$ cat src/design/mcf_regs.svh
// register offsets, field positions and the selector reset value for the config fields
// included by both ends; definitions only
`ifndef MCF_REGS_SVH
`define MCF_REGS_SVH
`define MCF_CFG0_ADDR 8'h04
`define MCF_CAP_ADDR 8'h02
`define MCF_SYNC_BIT 15
`define MCF_RXCT_BIT 8
`define MCF_STAMP_BIT 7
`define MCF_SIZE_BIT 6
`define MCF_PROT_BIT 5
`define MCF_RETRY_BIT 4
`define MCF_CPS_HI 2
`define MCF_CPS_LO 0
`define MCF_CPS_RESET 3'h6
`define MCF_CPS_MIN 3'h3
`define MCF_CPS_MAX 3'h6
`define MCF_CRC_POLY 8'h07
`define MCF_ZERO32 32'h0000_0000
`define MCF_BYTES_ONE 8'h01
`endif

$ cat src/design/mcf_pkg.sv
// types and check-word helpers shared by both ends of the config link
// assumes mcf_regs.svh is on the include path
`include "mcf_regs.svh"
package mcf_pkg;
  typedef logic [31:0] mcf_word_t;

  typedef enum logic [1:0] {
    MCF_IDLE = 2'b01,
    MCF_BUSY = 2'b10
  } mcf_hst_st_t;

  // crc8 over a data word, msb first
  function automatic logic [7:0] mcf_crc8(input mcf_word_t d);
    logic [7:0] c;
    c = 8'h00;
    for (int i = 31; i >= 0; i--) begin
      c = (c[7] ^ d[i]) ? ((c << 1) ^ `MCF_CRC_POLY) : (c << 1);
    end
    return c;
  endfunction : mcf_crc8

  // complement in chunk mode, crc8 in the low byte in generic mode
  function automatic mcf_word_t mcf_check(input mcf_word_t d, input logic generic);
    return generic ? {24'h00_0000, mcf_crc8(d)} : ~d;
  endfunction : mcf_check
endpackage : mcf_pkg

$ cat src/design/mcf_link_if.sv
// word-level control channel between host end and device end
// one clock shared with both ends
`timescale 1ns/10ps
interface mcf_link_if;
  logic req;
  logic wr;
  logic [7:0] addr;
  logic [31:0] wdata;
  logic [31:0] wchk;
  logic ack;
  logic [31:0] rdata;
  logic [31:0] rchk;
  logic err;
  modport dev (input req, input wr, input addr, input wdata, input wchk,
               output ack, output rdata, output rchk, output err);
  modport hst (output req, output wr, output addr, output wdata, output wchk,
               input ack, input rdata, input rchk, input err);
endinterface : mcf_link_if

$ cat src/design/mcf_dev.sv
// device end: lower config fields, capability readout, control protection
// assumes the host holds req until ack and keeps its ordering duties
`timescale 1ns/10ps
module mcf_dev (
  input wire logic core_clk_i,
  input wire logic rst_i,
  mcf_link_if.dev link,
  input wire logic generic_i,
  input wire logic protect_pin_i,
  input wire logic chunk_valid_i,
  input wire logic chunk_toggle_bit_i,
  output logic rx_cut_through_on_o,
  output logic frame_stamp_on_o,
  output logic stamp_size_select_o,
  output logic control_protection_on_o,
  output logic chunk_retry_on_o,
  output logic rewrite_ok_o,
  output logic [7:0] chunk_bytes_o,
  output logic sync_o,
  output logic chk_err_o
);
  import mcf_pkg::*;

  typedef struct packed {
    logic ack;
    logic err;
    logic [31:0] rdata;
    logic [31:0] rchk;
    logic rx_ct;
    logic stamp_on;
    logic stamp_64;
    logic prot;
    logic strap_done;
    logic retry_on;
    logic [2:0] chunk_payload_selector;
    logic sync;
    logic last_toggle;
    logic rewrite_ok;
    logic [7:0] chunk_bytes;
  } mcf_dev_state_t;

  localparam mcf_dev_state_t RESET_STATE = '{
    ack: 1'b0,
    err: 1'b0,
    rdata: `MCF_ZERO32,
    rchk: `MCF_ZERO32,
    rx_ct: 1'b0,
    stamp_on: 1'b0,
    stamp_64: 1'b0,
    prot: 1'b0,
    strap_done: 1'b0,
    retry_on: 1'b0,
    chunk_payload_selector: `MCF_CPS_RESET,
    sync: 1'b0,
    last_toggle: 1'b0,
    rewrite_ok: 1'b0,
    chunk_bytes: 8'h00
  };

  mcf_dev_state_t st_r;
  mcf_dev_state_t st_nxt;

  function automatic mcf_word_t cfg0_image(input mcf_dev_state_t s);
    mcf_word_t w;
    w = `MCF_ZERO32;
    w[`MCF_SYNC_BIT] = s.sync;
    w[`MCF_RXCT_BIT] = s.rx_ct;
    w[`MCF_STAMP_BIT] = s.stamp_on;
    w[`MCF_SIZE_BIT] = s.stamp_64;
    w[`MCF_PROT_BIT] = s.prot;
    w[`MCF_RETRY_BIT] = s.retry_on;
    w[`MCF_CPS_HI:`MCF_CPS_LO] = s.chunk_payload_selector;
    return w;
  endfunction : cfg0_image

  // address decode, shared by the write path and the read path
  function automatic logic hits_cfg0(input logic [7:0] a);
    return a == `MCF_CFG0_ADDR;
  endfunction : hits_cfg0

  function automatic logic hits_cap(input logic [7:0] a);
    return a == `MCF_CAP_ADDR;
  endfunction : hits_cap

  function automatic logic cps_legal(input logic [2:0] sel);
    return sel >= `MCF_CPS_MIN && sel <= `MCF_CPS_MAX;
  endfunction : cps_legal

  // payload bytes for a selector; zero on the generic protocol
  function automatic logic [7:0] payload_bytes(input logic [2:0] sel, input logic generic);
    return generic ? 8'h00 : (`MCF_BYTES_ONE << sel);
  endfunction : payload_bytes

  // read image for one address; unknown addresses read as zero
  function automatic mcf_word_t read_word(input mcf_dev_state_t s, input logic [7:0] a);
    mcf_word_t w;
    w = `MCF_ZERO32;
    if (hits_cfg0(a)) begin
      w = cfg0_image(s);
    end else if (hits_cap(a)) begin
      w[`MCF_CPS_HI:`MCF_CPS_LO] = `MCF_CPS_MIN;
    end
    return w;
  endfunction : read_word

  // one accepted config write; the strap bit and reserved bits stay put
  function automatic mcf_dev_state_t write_cfg0(input mcf_dev_state_t s, input mcf_word_t d);
    mcf_dev_state_t n;
    n = s;
    n.rx_ct = d[`MCF_RXCT_BIT];
    n.stamp_on = d[`MCF_STAMP_BIT];
    n.stamp_64 = d[`MCF_SIZE_BIT];
    n.retry_on = d[`MCF_RETRY_BIT];
    // selectors outside 3..6 are dropped, keeping the last legal size
    if (cps_legal(d[`MCF_CPS_HI:`MCF_CPS_LO])) begin
      n.chunk_payload_selector = d[`MCF_CPS_HI:`MCF_CPS_LO];
    end
    // write-one-sets; only reset clears it
    if (d[`MCF_SYNC_BIT]) begin
      n.sync = 1'b1;
    end
    return n;
  endfunction : write_cfg0

  always_comb begin
    mcf_word_t rd;
    logic chk_ok;
    logic take;
    logic wr_cfg0;
    rd = read_word(st_r, link.addr);
    // only check-word when protection is on
    chk_ok = !st_r.prot || (link.wchk == mcf_check(link.wdata, generic_i));
    // one request per ack; the ack register blocks a second take
    take = link.req && !st_r.ack;
    wr_cfg0 = take && link.wr && chk_ok && hits_cfg0(link.addr);
    st_nxt = st_r;
    st_nxt.ack = 1'b0;
    // a strap is caught after release, never under the async reset
    if (!st_r.strap_done) begin
      st_nxt.prot = protect_pin_i;
      st_nxt.strap_done = 1'b1;
    end
    if (take) begin
      st_nxt.ack = 1'b1;
      st_nxt.err = link.wr && !chk_ok;
    end
    if (wr_cfg0) begin
      st_nxt = write_cfg0(st_nxt, link.wdata);
    end
    // read data stands until the next read
    if (take && !link.wr) begin
      st_nxt.rdata = rd;
      // check word always present; host ignores it with protection off
      st_nxt.rchk = mcf_check(rd, generic_i);
    end
    // toggle bit is always tracked; rewrite is only flagged with retry on
    if (chunk_valid_i) begin
      st_nxt.last_toggle = chunk_toggle_bit_i;
      st_nxt.rewrite_ok = st_r.retry_on && (chunk_toggle_bit_i == st_r.last_toggle);
    end else begin
      st_nxt.rewrite_ok = 1'b0;
    end
    // chunk size has no meaning on the generic protocol
    st_nxt.chunk_bytes = payload_bytes(st_nxt.chunk_payload_selector, generic_i);
  end

  always_ff @(posedge core_clk_i or posedge rst_i) begin
    if (rst_i) begin
      st_r <= RESET_STATE;
    end else begin
      st_r <= st_nxt;
    end
  end

  assign link.ack = st_r.ack;
  assign link.err = st_r.err;
  assign link.rdata = st_r.rdata;
  assign link.rchk = st_r.rchk;
  assign rx_cut_through_on_o = st_r.rx_ct;
  assign frame_stamp_on_o = st_r.stamp_on;
  assign stamp_size_select_o = st_r.stamp_64;
  assign control_protection_on_o = st_r.prot;
  assign chunk_retry_on_o = st_r.retry_on;
  assign rewrite_ok_o = st_r.rewrite_ok;
  assign chunk_bytes_o = st_r.chunk_bytes;
  assign sync_o = st_r.sync;
  assign chk_err_o = st_r.err;
endmodule : mcf_dev

$ cat src/flat_wrapper.sv
// flat-port wrapper written by rule: the top's interface ports become plain ports
module mcf_dev_flat import mcf_pkg::*;
  (core_clk_i, rst_i, generic_i, protect_pin_i, chunk_valid_i, chunk_toggle_bit_i, rx_cut_through_on_o, frame_stamp_on_o, stamp_size_select_o, control_protection_on_o, chunk_retry_on_o, rewrite_ok_o, chunk_bytes_o, sync_o, chk_err_o, link_req, link_wr, link_addr, link_wdata, link_wchk, link_ack, link_rdata, link_rchk, link_err);
  mcf_link_if link_i ();
  input wire logic core_clk_i;
  input wire logic rst_i;
  input wire logic generic_i;
  input wire logic protect_pin_i;
  input wire logic chunk_valid_i;
  input wire logic chunk_toggle_bit_i;
  output logic rx_cut_through_on_o;
  output logic frame_stamp_on_o;
  output logic stamp_size_select_o;
  output logic control_protection_on_o;
  output logic chunk_retry_on_o;
  output logic rewrite_ok_o;
  output logic [7:0] chunk_bytes_o;
  output logic sync_o;
  output logic chk_err_o;
  input wire logic [$bits(link_i.req)-1:0] link_req;
  input wire logic [$bits(link_i.wr)-1:0] link_wr;
  input wire logic [$bits(link_i.addr)-1:0] link_addr;
  input wire logic [$bits(link_i.wdata)-1:0] link_wdata;
  input wire logic [$bits(link_i.wchk)-1:0] link_wchk;
  output wire logic [$bits(link_i.ack)-1:0] link_ack;
  output wire logic [$bits(link_i.rdata)-1:0] link_rdata;
  output wire logic [$bits(link_i.rchk)-1:0] link_rchk;
  output wire logic [$bits(link_i.err)-1:0] link_err;
  assign link_i.req = link_req;
  assign link_i.wr = link_wr;
  assign link_i.addr = link_addr;
  assign link_i.wdata = link_wdata;
  assign link_i.wchk = link_wchk;
  assign link_ack = link_i.ack;
  assign link_rdata = link_i.rdata;
  assign link_rchk = link_i.rchk;
  assign link_err = link_i.err;
  mcf_dev u_core (.core_clk_i(core_clk_i), .rst_i(rst_i), .link(link_i), .generic_i(generic_i), .protect_pin_i(protect_pin_i), .chunk_valid_i(chunk_valid_i), .chunk_toggle_bit_i(chunk_toggle_bit_i), .rx_cut_through_on_o(rx_cut_through_on_o), .frame_stamp_on_o(frame_stamp_on_o), .stamp_size_select_o(stamp_size_select_o), .control_protection_on_o(control_protection_on_o), .chunk_retry_on_o(chunk_retry_on_o), .rewrite_ok_o(rewrite_ok_o), .chunk_bytes_o(chunk_bytes_o), .sync_o(sync_o), .chk_err_o(chk_err_o));
endmodule
$ cat config.mk
export PLATFORM = sky130hd
export DESIGN_NAME = mcf_dev_flat
export DESIGN_NICKNAME = d
export VERILOG_FILES = /design/src/design/mcf_pkg.sv /design/src/design/mcf_link_if.sv /design/src/design/mcf_dev.sv /design/src/flat_wrapper.sv
export VERILOG_INCLUDE_DIRS = /design/src /design/src/design
export SDC_FILE = /design/constraint.sdc
export NUM_CORES = 1
export LEC_CHECK = 0
export ABC_AREA = 1
export BUFFER_PORTS_ARGS = -buffer_cell sky130_fd_sc_hd__buf_2
export CAP_MARGIN = 25
export CORE_MARGIN = 3
export CORE_UTILIZATION = 53
export DETAILED_ROUTE_END_ITERATION = 6
export PLACE_DENSITY = 0.84
export SLEW_MARGIN = 20
export SYNTH_ARGS = -nofsm -noshare
export SYNTH_HDL_FRONTEND = slang
export SYNTH_SLANG_ARGS = --single-unit
$ cat constraint.sdc
create_clock -name core_clk_i -period 4.55 [get_ports core_clk_i]
set_input_delay 0.91 -clock core_clk_i [delete_from_list [all_inputs] [get_ports core_clk_i]]
set_output_delay 0.91 -clock core_clk_i [all_outputs]
set_load 0.01 [all_outputs]
==> metrics.yaml <==
finalHoldViolCount: 0
area_delta_synth_final_pct: 9.48
cts-root-buf: "clkbuf_8"
fin_crit_sh_pct: 79.4
grt_usage_pct: 22.2
slew_headroom_pct: 59.8
layout.nets: 923
drcViolationCount: 0
postCtsSetupBuffers: 0
min-delay-path-class: "register to register"
path_common_cell: "nand2_1"
post_cts.resized_instances: 0
clock_sinks: 42
htree_levels: 2
maxSlewViolCount: 0
synth.top_cell.area_share_pct: 21.8
p_sw_share_pct: 43.2
clockBufferDepth: 2
routed_wl_mm: 11.1
crit_fanout: 13
setup_viol: 0
layoutNonFillerInstCount: 949
skew_ns: 0.00588
post_drt_wl_per_cell_microns: 11.6
critPathArrivalTime_ns: 3.79
cp.buffers_inverters: 4
diodes: 0
setup_tns_ns: 0
cp_slowest_cell: "nand3_1"
syn_inst: 756
hold_start: "u_core.link.ack"
startpoint: "link_wdata[29]"
avgSynthCellArea_sq_um: 6.08
antenna_found_initial: 0
fmax_ghz: 0.277
grt_pass1_wl_mm: 18.3
io_buffers: 138
ys_ff_latch: 42
yosysWarnings: 0
hold_buffers: 0
clk_pin_slew_ns: 0.08
power-per-cell-area_mw_per_mm2: 289
drtPass1Iterations: 4
synth_top_area_cell: "dfrtp_1"
crit_required_ns: 4.73
seqPwrFrac_pct: 28.5
die_y_microns: 99.1
leakage_nw: 2.99
ys_types: 31
vias: 4695
final_common_cell: "nand2_1"
grt_overflow: 0
ant_nets: 0
clock_latency_ns: 0.29
switching_power_uw: 628
dp_hpwl_mm: 9.28
die_w_microns: 99.1
synth_area_leaders: "dfrtp_1, nand2_1, buf_4"
fin_crit_ns: 3.61
drtIter0Drc: 155
combinationalPowerShare_pct: 51.9
rsz0062_at_grt: "false"
viasPerCell: 4.95
place_inst: 941
p_int_uw: 826
cts_tree: "built"
pin_count: 162
holdWs_ns: 0.431
start_kind: "primary input"
peakVddDrop_mv: 0.131
syn_area_sq_mm: 0.00459
crit_path_end_kind: "register"
start_util_pct: 55.4
place.gp.congestion: 0.907
cpPeakStageDelay_ns: 0.18
worstSetupPathType: "primary input to register"
numCtsBuffers: 5
power_frac_clock_pct: 19.6
core_sq_mm: 0.00830
cpLargestDelayFamily: "simple AND/OR/NAND/NOR gates"
grt_pass1_vias: 4223
ys_seq_area_share_pct: 22.9
cap_violations: 0
r2r_start: "u_core.st_r[12]"
grt_max_degree: 43
dieArea_sq_mm: 0.00982
floorplan.rows: 33
worst_pin_slew_ns: 0.601
final_cell_mix: "nand2_1, buf_2, inv_1"
status: "complete, no violations"
drive_gt1_share_pct: 22.7
[Yosys cell counts, drive strengths merged]
cell type	n
nand2	284
inv	93
nand3	80
buf	77
nor2	65
dfrtp	40
xnor2	25
o21ai	20
xor2	16
nand4	15
nand3b	8
a21oi	7
clkbuf	6
o211ai	4
nor4	3
o221ai	3
clkinv	2
conb	2
dfstp	2
and2	1
nor3b	1
o22ai	1
or4	1
[logic make-up after synthesis]
kind of cell    Yosys count  synth area share (%)
buf+inv                 178                  20.8
flops                    42                  22.9
simple gates            458                  44.0
other cells               2                 0.163
xor+xnor                 41                  7.82
compound gates           35                  4.30
[registers in the layout, summed over array words and instances, names as in the netlist, 5 cells and up]
| register | count |
|---|---|
| u_core.link.rchk | 11 |
| u_core.link.rdata | 9 |
| u_core.chunk_bytes_o | 8 |
| u_core.st_r | 5 |
[through the flow]
stage	instance area, sq um	util [%]	total power, mW	setup slack [ns]
2_1_floorplan	4680	-	1.06	1.12
3_3_place_gp	4920	59.3	1.16	0.693
3_5_place_dp	4920	59.3	1.17	0.681
4_1_cts	5030	60.6	1.46	0.987
5_1_grt	5030	60.6	1.60	0.486
6_report	5030	60.6	1.45	0.936
[layer usage]
metal | part of all wire [%] | up-vias | track usage (%) | routed length, microns
li1 | - | 2429 | - | -
met1 | 43 | 2092 | 28.3 | 4750
met2 | 48 | 156 | 40.0 | 5290
met3 | 7.2 | 18 | 2.45 | 798
met4 | 1.9 | 0 | 5.57 | 210
met5 | 0 | - | 0 | 0
[final timing paths]
path	endpoint	slack (ns)	cells after the start
worst max register to register	u_core.link.rchk[2]	2.36	9
worst min-delay path	u_core.link.ack	0.43	1
min in group asynchronous	u_core.chunk_bytes_o[4]	0.73	3
max in group asynchronous	u_core.st_r[12]	3.46	3
worst min register to register	u_core.link.ack	0.43	1
worst max-delay path	u_core.chunk_bytes_o[7]	0.94	31
[final cells by class]
type / instances / area, sq um
fill: 826 / 3270
multi-input combinational: 558 / 2670
sequential: 42 / 1050
timing repair buffer: 141 / 713
inverter: 95 / 357
tap: 105 / 131
clock buffer: 5 / 68.8
clock inverter: 3 / 40.0
[worst register-to-register path, cell delays in order, from the launching register on]
cell,delay [ns]
dfstp_2,0.56
inv_1,0.05
o21ai_0,0.42
xor2_1,0.23
xor2_1,0.27
xnor2_1,0.20
xor2_1,0.17
nand2_1,0.06
o221ai_1,0.07
inv_1,0.06
[power groups by stage]
| stage | combinational (mW) | sequential, mW | clock [mW] |
|---|---|---|---|
| after floorplan | 0.635 | 0.420 | 0 |
| after global placement | 0.740 | 0.420 | 0 |
| after detailed placement | 0.748 | 0.421 | 0 |
| after CTS | 0.752 | 0.414 | 0.290 |
| after global routing | 0.870 | 0.418 | 0.312 |
| final | 0.755 | 0.414 | 0.285 |
Power figures use the tool's default switching activity.
